`config.mk`:
```
export PLATFORM = sky130hd
export DESIGN_NAME = s16tc_top
export DESIGN_NICKNAME = d
export VERILOG_FILES = /design/src/rtl/s16tc_pkg.sv /design/src/rtl/s16tc_top.sv
export VERILOG_INCLUDE_DIRS = /design/src /design/src/rtl
export SDC_FILE = /design/constraint.sdc
export NUM_CORES = 1
export LEC_CHECK = 0
export ABC_AREA = 1
export BUFFER_PORTS_ARGS = -buffer_cell sky130_fd_sc_hd__buf_2
export CAP_MARGIN = 20
export CORE_AREA = 4 4 79 81
export DETAILED_ROUTE_END_ITERATION = 10
export DIE_AREA = 0 0 83 85
export SYNTH_ARGS = -nofsm -noshare
export SYNTH_HDL_FRONTEND = slang
export SYNTH_SLANG_ARGS = --single-unit
```
`constraint.sdc`:
```
create_clock -name clk_sys -period 2.5 [get_ports clk_sys]
set_input_delay 0.5 -clock clk_sys [delete_from_list [all_inputs] [get_ports clk_sys]]
set_output_delay 0.5 -clock clk_sys [all_outputs]
set_load 0.005 [all_outputs]
```
`src/rtl/s16tc_params.svh`:
```
// Constants of the sixteen-bit timer/counter
`ifndef S16TC_PARAMS_SVH
`define S16TC_PARAMS_SVH
`define S16TC_CTRL_RESET   8'h00
`define S16TC_BIT_ON       0
`define S16TC_BIT_CLKSEL   1
`define S16TC_BIT_SYNCDIS  2
`define S16TC_BIT_OSCEN    3
`define S16TC_PSC_LSB      4
`define S16TC_PSC_MSB      5
`define S16TC_CTRL_MASK    8'h3F
`define S16TC_MODE_SPECIAL 4'hB
`define S16TC_FOSC_DIV     4
`define S16TC_DIV_LAST     2'h3
`define S16TC_COUNT_MAX    16'hFFFF
`define S16TC_COUNT_ZERO   16'h0000
`define S16TC_PSC_ZERO     3'h0
`define S16TC_OSC_MAX_KHZ  200
`endif

```
`src/rtl/s16tc_pkg.sv`:
```
// Types of the sixteen-bit timer/counter
package s16tc_pkg;
  typedef struct packed {
    logic [1:0] unused;
    logic [1:0] prescale;
    logic       lowPowerOscEnable;
    logic       syncDisableBit;
    logic       clockSourceSelect;
    logic       timerOn;
  } s16tc_ctrl_s;

  typedef struct packed {
    logic [3:0] compareModeField;
    logic       trigger;
  } s16tc_cmp_s;

  typedef enum logic [0:0] {
    ARM_WAIT  = 1'b0,
    ARM_READY = 1'b1
  } s16tc_arm_e;
endpackage : s16tc_pkg

```
`src/rtl/s16tc_top.sv`:
```
// Sixteen-bit timer/counter with prescaler, edge arming and compare trigger reset
`timescale 1ns/100ps
`include "s16tc_params.svh"

module s16tc_top #(
  parameter int PSC_WIDTH = 3
) (
  input  wire logic                  clk_sys,
  input  wire logic                  rst_n,
  input  wire logic                  otherReset,
  input  wire logic                  sleepMode,
  input  wire logic                  ctrlWrEn,
  input  wire logic [7:0]            wrData,
  input  wire logic                  lowWrEn,
  input  wire logic                  highWrEn,
  input  wire logic                  flagClr,
  input  wire s16tc_pkg::s16tc_cmp_s cmpOne,
  input  wire s16tc_pkg::s16tc_cmp_s cmpTwo,
  input  wire logic                  oscInputPin,
  input  wire logic                  extClockPin,
  output logic                       oscOutputPin,
  output logic                       oscOutputEn,
  output logic [15:0]                countValue,
  output s16tc_pkg::s16tc_ctrl_s     ctrlValue,
  output logic                       overflowFlag,
  output logic                       wakeReq,
  output logic                       timeBaseValid
);
  import s16tc_pkg::*;

  s16tc_ctrl_s            ctrl_q;
  s16tc_ctrl_s            ctrl_d;
  logic [1:0]             div_q;
  logic [1:0]             div_d;
  logic                   extPrev_q;
  logic                   extPrev_d;
  s16tc_arm_e             arm_q;
  s16tc_arm_e             arm_d;
  logic [PSC_WIDTH-1:0]   psc_q;
  logic [PSC_WIDTH-1:0]   psc_d;
  logic [15:0]            count_q;
  logic [15:0]            count_d;
  logic                   flag_q;
  logic                   flag_d;
  logic                   wake_q;
  logic                   wake_d;
  logic                   tb_q;
  logic                   tb_d;
  logic                   oscOut_q;
  logic                   oscOut_d;
  logic                   oscEn_q;
  logic                   oscEn_d;
  logic                   tick;
  logic                   extSel;
  logic                   extRise;
  logic                   extFall;
  logic                   counterMode;
  logic                   asyncMode;
  logic                   srcPulse;
  logic [PSC_WIDTH-1:0]   pscMask;
  logic                   pscTerminal;
  logic                   incEn;
  logic                   cntWrite;
  logic                   trigHit;
  logic                   trigApply;
  logic                   ovfEvt;

  // Control register and clock source decode
  always_comb begin
    ctrl_d = ctrl_q;
    if (ctrlWrEn) begin
      ctrl_d = s16tc_ctrl_s'(wrData & `S16TC_CTRL_MASK);
    end
  end

  assign counterMode = ctrl_q.clockSourceSelect;
  assign asyncMode   = counterMode && ctrl_q.syncDisableBit;

  always_comb begin
    div_d = div_q + 2'h1;
    if (sleepMode) begin
      div_d = div_q;
    end
  end

  // Core clock stops in sleep, so the instruction clock does too
  assign tick = (div_q == `S16TC_DIV_LAST) && !sleepMode;

  assign extSel  = ctrl_q.lowPowerOscEnable ? oscInputPin : extClockPin;
  assign extRise = extSel && !extPrev_q;
  assign extFall = !extSel && extPrev_q;
  assign extPrev_d = extSel;

  // Arming drops whenever the counter leaves enabled counter mode
  always_comb begin
    arm_d = arm_q;
    if (!ctrl_q.timerOn || !counterMode) begin
      arm_d = ARM_WAIT;
    end else if (extFall) begin
      arm_d = ARM_READY;
    end
  end

  assign srcPulse = counterMode ? (extRise && (arm_q == ARM_READY)) : tick;

  // Prescaler
  assign pscMask = PSC_WIDTH'((1 << ctrl_q.prescale) - 1);
  assign pscTerminal = ((psc_q & pscMask) == pscMask);
  assign cntWrite = lowWrEn || highWrEn;

  always_comb begin
    psc_d = psc_q;
    if (cntWrite || otherReset) begin
      psc_d = PSC_WIDTH'(`S16TC_PSC_ZERO);
    end else if (ctrl_q.timerOn && srcPulse) begin
      // In counter mode the prescaler keeps running in sleep, ahead of the sync stage
      psc_d = pscTerminal ? PSC_WIDTH'(`S16TC_PSC_ZERO) : psc_q + PSC_WIDTH'(1);
    end
  end

  // Sync stage is off in sleep; the timer-mode term ignores the sync bit
  assign incEn = ctrl_q.timerOn && srcPulse && pscTerminal && !cntWrite
                 && (!counterMode || ctrl_q.syncDisableBit || !sleepMode);

  assign trigHit = (cmpOne.trigger && (cmpOne.compareModeField == `S16TC_MODE_SPECIAL))
                || (cmpTwo.trigger && (cmpTwo.compareModeField == `S16TC_MODE_SPECIAL));
  // Async counting does not honour the trigger; it is ignored there
  assign trigApply = trigHit && !asyncMode && !cntWrite;
  assign ovfEvt = incEn && !trigApply && (count_q == `S16TC_COUNT_MAX);

  // Counter: write, then trigger, then increment
  always_comb begin
    count_d = count_q;
    if (cntWrite) begin
      if (lowWrEn) begin
        count_d[7:0] = wrData;
      end
      if (highWrEn) begin
        count_d[15:8] = wrData;
      end
    end else if (trigApply) begin
      count_d = `S16TC_COUNT_ZERO;
    end else if (incEn) begin
      count_d = count_q + 16'h0001;
    end
  end

  // Overflow flag: set beats clear
  always_comb begin
    flag_d = flag_q;
    if (flagClr) begin
      flag_d = 1'b0;
    end
    if (ovfEvt) begin
      flag_d = 1'b1;
    end
  end

  assign wake_d   = ovfEvt && sleepMode && asyncMode;
  assign tb_d     = !asyncMode;
  assign oscEn_d  = ctrl_q.lowPowerOscEnable;
  assign oscOut_d = ctrl_q.lowPowerOscEnable && !oscInputPin;

  // Control survives every reset except power-on
  always_ff @(posedge clk_sys or negedge rst_n) begin
    if (!rst_n) begin
      ctrl_q    <= s16tc_ctrl_s'(`S16TC_CTRL_RESET);
      div_q     <= 2'h0;
      extPrev_q <= 1'b0;
      arm_q     <= ARM_WAIT;
      psc_q     <= PSC_WIDTH'(`S16TC_PSC_ZERO);
      flag_q    <= 1'b0;
      wake_q    <= 1'b0;
      tb_q      <= 1'b1;
      oscEn_q   <= 1'b0;
      oscOut_q  <= 1'b0;
    end else begin
      ctrl_q    <= ctrl_d;
      div_q     <= div_d;
      extPrev_q <= extPrev_d;
      arm_q     <= arm_d;
      psc_q     <= psc_d;
      flag_q    <= flag_d;
      wake_q    <= wake_d;
      tb_q      <= tb_d;
      oscEn_q   <= oscEn_d;
      oscOut_q  <= oscOut_d;
    end
  end

  // Count has no reset at all; its power-up value is unknown
  always_ff @(posedge clk_sys) begin
    count_q <= count_d;
  end

  // Single registered word, so neither byte is ever torn
  assign countValue    = count_q;
  assign ctrlValue     = ctrl_q;
  assign overflowFlag  = flag_q;
  assign wakeReq       = wake_q;
  assign timeBaseValid = tb_q;
  assign oscOutputPin  = oscOut_q;
  assign oscOutputEn   = oscEn_q;
endmodule : s16tc_top

```
==> results of run 1 <==
[where the power goes]
part / total [W] / leakage, nW / switching [W] / internal, W
registers: 0.000709 / 0.388 / 0.0000535 / 0.000655
clock network: 0.000414 / 0.0455 / 0.000189 / 0.000224
logic: 0.000243 / 0.656 / 0.000138 / 0.000105
total: 0.00137 / 1.09 / 0.000381 / 0.000985
[cells in the final DEF (no fill, tap or decap), drive strengths merged]
cell type   n
xnor2       4
a211oi      1
nand3      20
edfxtp     16
conb        2
clkbuf      8
inv        23
xor2        5
nand4       3
dfstp       1
a31oi       1
dfrtp      17
a21oi       5
ha          3
buf        57
nor2       27
o21ai      23
o22ai       1
nand2      63
[per-layer routing]
layer  vias to the layer above  track usage
met5                         -            0
met4                         0       0.0446
met3                         7       0.0359
met2                        54        0.217
met1                       745        0.174
li1                        829            -
[worst paths after layout]
| path | start | end | cells past startpoint |
|---|---|---|---|
| worst max-delay path | oscEn_d | countValue[4] | 10 |
| worst min-delay path | rst_n | ctrlValue[4] | 1 |
| worst max register to register | oscEn_d | countValue[4] | 10 |
| worst min register to register | oscEn_d | oscOutputEn | 0 |
| max in group asynchronous | rst_n | timeBaseValid | 1 |
| min in group clk_sys | oscInputPin | oscOutputPin | 2 |
[per-stage QoR]
step	total power (W)	worst slack [ns]	instance area (um2)
finish	0.00137	0.777	2300
detailed placement	0.000967	0.640	2210
CTS	0.00138	0.756	2300
floorplan	0.000860	0.627	1880
global placement	0.000964	0.670	2210
global route	0.00145	0.603	2300
[state kept, by name (all words and copies together), names as in the netlist]
signal and count:
arm_q 1, countValue 16, counterMode 1, ctrlValue 4
div_q 2, extPrev_q 1, oscEn_d 1, oscOutputEn 1
oscOutputPin 1, overflowFlag 1, psc_q 3, timeBaseValid 1
wakeReq 1
[Yosys cell counts, drive strengths merged]
cell    number
a21oi        5
nand4        3
conb         1
dfstp        1
inv         23
ha           3
clkbuf       1
edfxtp      16
a211oi       1
buf          6
nand2       63
nor2        27
nand3       20
o22ai        1
xnor2        4
dfrtp       17
o21ai       23
a31oi        1
xor2         5
[kinds of logic (layout without fill, tap and decap cells)]
family,Yosys count,count (layout)
buf+inv,30,88
xor+xnor,9,9
compound gates,31,31
fa+ha+maj,3,3
flops,34,34
simple gates,113,113
other cells,1,2
[worst reg2reg max path, stage by stage, from the launching register on]
cell,delay [ns]
dfrtp_1,0.41
inv_1,0.10
nand2_1,0.07
nand2_1,0.08
nand2_1,0.05
nand2_1,0.05
nand2_1,0.13
nor2_2,0.16
nor2_1,0.07
a21oi_1,0.12
buf_4,0.19
[final cells by class]
cell class / count / area, um2 / share of cell area
repair buffers: 57 / 293 / 0.127
inverters: 23 / 86.3 / 0.0375
multi-input cells: 158 / 812 / 0.353
clock buffers: 8 / 90.1 / 0.0391
flip-flops and latches: 34 / 932 / 0.405
well taps: 72 / 90.1 / 0.0391
==> key figures, run 1 <==
Global route
  – First-pass GRT wire length: 7670 um
  – Largest net degree at the start of global routing: 19
  – Number of global-route vias before repair: 1601
  – Antenna violations before repair: 0
  – Total gr overflow: 0
  – GRT Resource Usage Total: 0.134

Power
  – Worst vdd ir: 0.401 mV
  – Pwr per Cell Area: 593 nW/um2
  – P_leak: 1.09 nW

Synthesis
  – Distinct cells, synth: 27
  – Cell taking the most area after synthesis: edfxtp_1
  – Register area share after synthesis: 0.496
  – Top cells by area, synth: edfxtp_1, dfrtp_1, nand2_1
  – Register bit total from synthesis: 34
  – Syn Area/Cell: 8.50 um2
  – Mux contribution to synthesized area: 0
  – Synth Area in Adders: 0.0200
  – XOR/XNOR Fraction of Synth Area: 0.0419
  – Fraction of the mapped netlist area in compound gates: 0.0852
  – Largest family of logic cells by synthesized area: simple AND/OR/NAND/NOR gates
  – Synth warn: 0
  – Synth Cell Area: 1880 um2
  – Gate Count Post-Synth: 221
  – Simple-gate area share of the yosys netlist: 0.281
  – Top-area cell type share of the netlist area: 0.256

Die
  – Die X: 83 um
  – I/O Pins: 57
  – DIE AREA: 7060 um2
  – Die height: 85 um
  – Starting Density: 0.343
  – Core area: 5470 um2
  – Rows: 27

Clocking
  – # clock sinks: 34
  – Total CTS buffers: 5
  – Deepest level of the CTS H-tree: 2
  – Clock Tree Root: clkbuf_8
  – Clk Latency, worst-skew pair: 0.28 ns
  – # Post-CTS Setup Buffers: 0
  – CTS tree: built
  – Clock Path Buffers: 2
  – Post_cts resized: 0
  – Clock-pin slew on the worst setup and hold paths: 0.07 ns
  – Hold_buf cts: 0

Cells and area
  – Util after Layout: 0.421
  – Final Non-Filler Cells: 352
  – Area growth syn-to-layout: 22.6%
  – FILL cells: 581
  – Share of cells above drive strength 1: 0.289
  – Nets: 310
  – Ant. Diodes: 0

Setup path
  – Worst EP required: 2.50 ns
  – Worst path cell trace: inv_1 -> nand2_1 -> nand2_1 -> nand2_1 -> nand2_1 -> nand2_1 -> nor2_2 -> nor2_1 -> a21oi_1 -> buf_4
  – Slowest-stage cell, CP: dfrtp_1
  – WP buf/inv: 2
  – Setup CP Type: reg -> reg
  – Worst reg-to-reg setup slack: 0.78 ns
  – CP endpoint kind: flop
  – CP Data Arrival Time: 1.72 ns
  – CP Launch Type: flop
  – Critical Path Max Stage Delay: 0.41 ns
  – Crit-path leading delay family: simple AND/OR/NAND/NOR gates
  – Most frequent CP cell: nand2_1
  – CP max FO: 8

Run
  – Max-Cap Viols: 0

Drt
  – # DRC: 0
  – M1 wire length: 1970 um
  – DR top layer: met4
  – Post-route ant nets: 0
  – Metal3 WL: 319 um
  – Routed WL: 4480 um
  – Total number of vias: 1635
  – Iter 0 DRT Violations: 82
  – Vias per cell: 4.64
  – DR WL/cell: 12.7 um
  – DRT Pass-1 Iters: 4
  – Met2 routed WL: 2130 um

Timing
  – Fin crit share: 0.689
  – Setup TNS: 0 ns
  – Unrepaired setup endpoints after global routing: false
  – Fmax: 0.580 GHz
  – Final Critical Period: 1.72 ns
  – Max Slew Vio Count: 0
  – Final setup fails: 0
  – Clock skew: 0.00779 ns
  – Hold_ws: 0.136 ns
  – Fin. Hold Viols: 0

Placed design
  – Dpl hpwl: 3600 um
  – # port buffers: 54
  – Routability cong.: 0.839
  – Inst Count DP: 344

Run status
  – Status: finished clean

Worst hold path
  – HP Class: in -> async
Power figures use the tool's default switching activity.
==> inputs of run 2 (changes only) <==
ABC_AREA = 0   (was 1)
CORE_AREA = 4 4 76 78   (was 4 4 79 81)
DIE_AREA = 0 0 80 82   (was 0 0 83 85)
clock period = 1.8 ns   (was 2.5 ns; I/O delays follow)
==> run 2 against run 1 <==
Register-to-register slack got worse by 0.78 ns. Count of clock-buffer cells in the layout down 2. Power up 36%. Fmax is 4.2% lower. Clock power up 24%. First-iteration DRC count increased by 9.8%. Combinational power increased by 53%. Via count shrank 11%. Largest cell class unchanged. Highest routed layer unchanged.
==> key figures, run 2 <==
Power
  – Pwr per Cell Area: 785 nW/um2
  – P_leak: 1.04 nW
  – Worst vdd ir: 0.403 mV

Setup path
  – Setup CP Type: reg -> reg
  – CP Launch Type: flop
  – CP endpoint kind: flop
  – CP max FO: 8
  – CP Data Arrival Time: 1.76 ns
  – Worst EP required: 1.76 ns

Die
  – Die height: 82 um
  – DIE AREA: 6560 um2
  – Rows: 26
  – Starting Density: 0.342
  – Die X: 80 um
  – Core area: 5070 um2
  – I/O Pins: 57

Synthesis
  – Primary FF master, synth: dfrtp_1
  – Asr flop ratio synth: 0.529
  – Number of synthesized flops with an enable pin: 16
  – Top cells by area, synth: edfxtp_1, dfrtp_1, o21ai_0
  – Syn Area/Cell: 10.8 um2
  – Register bit total from synthesis: 34
  – Register area share after synthesis: 0.536
  – Synth Cell Area: 1740 um2
  – Top-area cell type share of the netlist area: 0.276
  – Distinct cells, synth: 34
  – Cell taking the most area after synthesis: edfxtp_1
  – Gate Count Post-Synth: 161
  – Synth top cells by count: nand2_1, o21ai_0, dfrtp_1
  – Synth warn: 0

Drt
  – Iter 0 DRT Violations: 90
  – Post-route ant nets: 0
  – Vias per cell: 4.73
  – # DRC: 0
  – DR WL/cell: 13.6 um
  – Total number of vias: 1451
  – Routed WL: 4180 um
  – DRT Pass-1 Iters: 4

Timing
  – Setup TNS: 0 ns
  – Max Slew Vio Count: 0
  – Clock skew: 0.00456 ns
  – Fmax: 0.556 GHz
  – Fin. Hold Viols: 0
  – Final setup fails: 0
  – Final Critical Period: 1.80 ns
  – Fin crit share: 0.999
  – Unrepaired setup endpoints after global routing: true

Placed design
  – Placed Area: 2230 um2
  – Routability cong.: 0.738
  – Inst Count DP: 296
  – Dpl hpwl: 3410 um
  – # port buffers: 54

Cells and area
  – Final Non-Filler Cells: 307
  – Ant. Diodes: 0
  – Post-route cell area: 2360 um2
  – Nets: 267
  – Max FFs per register: 16
  – Commonest non-fill, non-tap cell in the layout: buf_2
  – Util after Layout: 0.464
  – Most frequent cells in the layout: buf_2, buf_4, nand2_1, o21ai_0
  – Area growth syn-to-layout: 35.6%
  – Share of cells above drive strength 1: 0.422

Clocking
  – Clock-pin slew on the worst setup and hold paths: 0.06 ns
  – Total CTS buffers: 5
  – Clk Latency, worst-skew pair: 0.27 ns
  – CTS tree: built
  – Hold_buf cts: 0
  – Deepest level of the CTS H-tree: 2
  – Clock Path Buffers: 2
  – Clock Tree Root: clkbuf_8
  – # clock sinks: 34

Global route
  – GRT Resource Usage Total: 0.132
  – Number of global-route vias before repair: 1333
  – Total gr overflow: 0
  – First-pass GRT wire length: 6560 um
  – Antenna violations before repair: 0
  – Largest net degree at the start of global routing: 19

Run status
  – Status: finished clean

Worst hold path
  – HP Class: in -> async

Run
  – Max-Cap Viols: 0
run 2: changes by cell type after synthesis, sizes merged, moves of 3 or more:
cell,before,now
o21ai,23,19
inv,23,6
nand3,20,6
nor2,27,10
nor3,0,3
mux2,0,7
and3,0,4
xnor2,4,9
nand2,63,19
and4,0,4
run 2: worst max-delay path, cell delays in order, from the launching register on:
cell and delay, ns:
dfrtp_1 0.35, ha_1 0.15, nand2_1 0.08, o32ai_4 0.23, o2111ai_2 0.17, and3_4 0.23, o21bai_4 0.26
run 2: layout make-up:
class,instances,area [um2]
well taps,70,87.6
clock buffers,6,72.6
fillers,509,2720
repair buffers,74,420
multi-input cells,115,811
inverters,6,22.5
flip-flops and latches,34,933
clock inverters,2,10.0
run 2: cell families (layout without fill, tap and decap cells):
kind of cell | count (synthesis) | count (layout) | share of synthesized area
simple gates | 58 | 58 | 0.177
flops | 34 | 34 | 0.536
compound gates | 29 | 29 | 0.0994
xor+xnor | 15 | 15 | 0.0756
buf+inv | 13 | 88 | 0.0367
mux | 8 | 8 | 0.0511
fa+ha+maj | 3 | 3 | 0.0216
other cells | 1 | 2 | 0.00216
run 2: per-layer routing:
| layer | share of wire | vias up | wire (um) | GRT usage |
|---|---|---|---|---|
| li1 | - | 722 | - | - |
| met1 | 0.47 | 673 | 1950 | 0.188 |
| met2 | 0.45 | 51 | 1880 | 0.202 |
| met3 | 0.074 | 5 | 311 | 0.0351 |
| met4 | 0.0086 | 0 | 36 | 0.0304 |
| met5 | 0 | - | 0 | 0 |
run 2: metrics by stage:
stage	hold slack [ns]	setup slack, ns	power (W)
final	0.00373	0.00172	0.00185
after global routing	0.0277	-0.127	0.00197
after CTS	0.0131	0.00110	0.00186
after detailed placement	0.311	-0.0119	0.00135
after global placement	0.309	0.0127	0.00134
after floorplan	0.0644	-0.0257	0.00116
run 2: repair_timing:
item                                    in CTS  in global routing
gates resized for setup                      0                  4
pin swaps                                    1                  7
buffers inserted                             0                  3
endpoints found under the setup margin       8                 21
gates cloned                                 0                  0
run 2: final timing paths:
check / startpoint / cells after the start / to / slack [ns]
max in group asynchronous: rst_n / 1 / timeBaseValid / 1.48
min in group clk_sys: oscInputPin / 2 / oscOutputPin / 0.24
worst min register to register: overflowFlag / 1 / overflowFlag / 0.49
worst max-delay path: div_q[0] / 6 / countValue[0] / 0.002
worst max register to register: div_q[0] / 6 / countValue[0] / 0.002
worst min-delay path: rst_n / 1 / ctrlValue[2] / 0.004
run 2: power by group:
part,switching (W),leakage (nW),total (W),internal (W)
registers,0.0000616,0.382,0.000967,0.000905
clock network,0.000246,0.0450,0.000514,0.000267
logic,0.000173,0.617,0.000371,0.000198
total,0.000481,1.04,0.00185,0.00137
==> inputs of run 3 (changes only) <==
CORE_AREA = 4 4 68 70   (was 4 4 76 78)
DIE_AREA = 0 0 72 74   (was 0 0 80 82)
PLACE_DENSITY = 0.7   (was not set)
==> run 3 against run 2 <==
Cell area down 0.80%. Combinational power about the same. Sequential power about the same. Sequential cell count unchanged. Power up 0.97%. Non-clock buffer count up 1. Worst hold slack better by 0.23 ns. Die area down 19%. Largest cell class unchanged. Highest routed layer unchanged.
==> key figures, run 3 (synthesized netlist as in run 2, its figures left out) <==
Run status
  – Status: finished clean

Cells and area
  – Ant. Diodes: 0
  – Nets: 268
  – Max FFs per register: 16
  – FILL cells: 334
  – Commonest non-fill, non-tap cell in the layout: buf_2
  – Share of cells above drive strength 1: 0.416
  – Most frequent cells in the layout: buf_2, buf_4, o21ai_0
  – Area growth syn-to-layout: 34.6%

Setup path
  – CP Launch Type: flop
  – CP max FO: 8
  – CP Data Arrival Time: 1.71 ns
  – Worst EP required: 1.76 ns
  – CP endpoint kind: flop
  – FF-to-FF path depth: 6
  – Setup CP Type: reg -> reg

Die
  – Rows: 23
  – I/O Pins: 57
  – Starting Density: 0.438
  – DIE AREA: 5330 um2
  – Core area: 3970 um2
  – Die height: 74 um
  – Die X: 72 um

Timing
  – Fin crit share: 0.972
  – Fin. Hold Viols: 0
  – Setup TNS: 0 ns
  – Fmax: 0.571 GHz
  – Final setup fails: 0
  – Clock skew: 0.00825 ns
  – Unrepaired setup endpoints after global routing: true
  – Max Slew Vio Count: 0
  – Final Critical Period: 1.75 ns

Placed design
  – # port buffers: 54
  – Routability cong.: 0.814
  – Dpl hpwl: 3210 um

Global route
  – Global route hottest layer: met2
  – GRT Resource Usage Total: 0.164
  – Largest net degree at the start of global routing: 19
  – M3 GR Usage: 0.0419
  – Total gr overflow: 0
  – Routing usage on met2: 0.269
  – Antenna violations before repair: 0
  – First-pass GRT wire length: 6510 um
  – Number of global-route vias before repair: 1386
  – GRT met1 Usage: 0.208

Drt
  – DR WL/cell: 14.0 um
  – DRT Pass-1 Iters: 4
  – # DRC: 0
  – Iter 0 DRT Violations: 67
  – Post-route ant nets: 0
  – Routed WL: 4020 um
  – Vias per cell: 4.88
  – Total number of vias: 1405

Power
  – P_leak: 1.05 nW
  – Worst vdd ir: 0.507 mV
  – Total power: 0.00187 W
  – Pwr per Cell Area: 799 nW/um2

Clocking
  – CTS tree: built
  – Clock Path Buffers: 2
  – Clk Latency, worst-skew pair: 0.29 ns
  – Total CTS buffers: 5
  – Clock-pin slew on the worst setup and hold paths: 0.07 ns
  – Clock Tree Root: clkbuf_8
  – Deepest level of the CTS H-tree: 2
  – # clock sinks: 34

Worst hold path
  – Hold Path Depth: 2
  – HP Class: in -> reg

Run
  – Max-Cap Viols: 0
## run 3: report_power, final
| part | switching, W | internal [W] | total (W) |
|---|---|---|---|
| logic | 0.000170 | 0.000201 | 0.000370 |
| registers | 0.0000644 | 0.000905 | 0.000969 |
| clock network | 0.000264 | 0.000265 | 0.000530 |
## run 3: path summary, 6_finish.rpt
check,slack [ns],endpoint,from
worst max-delay path,0.05,countValue[7],div_q[1]
worst min-delay path,0.23,oscOutputPin,oscInputPin
worst max register to register,0.05,countValue[7],div_q[1]
worst min register to register,0.49,overflowFlag,overflowFlag
max in group asynchronous,0.95,timeBaseValid,rst_n
min in group asynchronous,0.52,ctrlValue[0],rst_n
## run 3: layer usage
metal	vias to the layer above	wire [um]
li1	720	-
met1	646	1800
met2	33	1940
met3	6	216
met4	0	66
met5	-	0
## run 3: cell type report
cell class                      count  area [um2]  area share
Clock buffer                        6        72.6      0.0310
Clock inverter                      2        8.76     0.00375
Inverter                            6        22.5     0.00963
Multi-Input combinational cell    115         808       0.346
Sequential cell                    34         933       0.399
Tap cell                           50        62.6      0.0268
Timing Repair Buffer               75         430       0.184
## run 3: worst max-delay path, cell delays in order (launching register included)
cell	delay [ns]
dfrtp_1	0.35
ha_1	0.16
nand2_2	0.06
o32ai_4	0.23
o2111ai_2	0.15
and3_4	0.20
o21bai_4	0.27
## run 3: repair_timing
| action | 4_1_cts | 5_1_grt |
|---|---|---|
| buffers inserted | 1 | 1 |
| gates cloned | 0 | 0 |
| pin swaps | 1 | 3 |
| endpoints found under the hold margin | 13 | 0 |
| endpoints found under the setup margin | 10 | 23 |
| gates resized for setup | 0 | 4 |
| hold buffers | 1 | 0 |
## run 3: stage by stage
| step | area (um2) | setup slack [ns] | hold WS, ns | cells | utilization |
|---|---|---|---|---|---|
| after global routing | 2340 | -0.0796 | 0.221 | 288 | 0.589 |
| final | 2340 | 0.0496 | 0.229 | 288 | 0.589 |
| after floorplan | 1790 | -0.0257 | 0.0644 | 162 | - |
| after global placement | 2210 | 0.0130 | 0.308 | 277 | 0.557 |
| after detailed placement | 2210 | -0.0152 | 0.308 | 277 | 0.557 |
| after CTS | 2310 | 0.00640 | 0.221 | 287 | 0.582 |
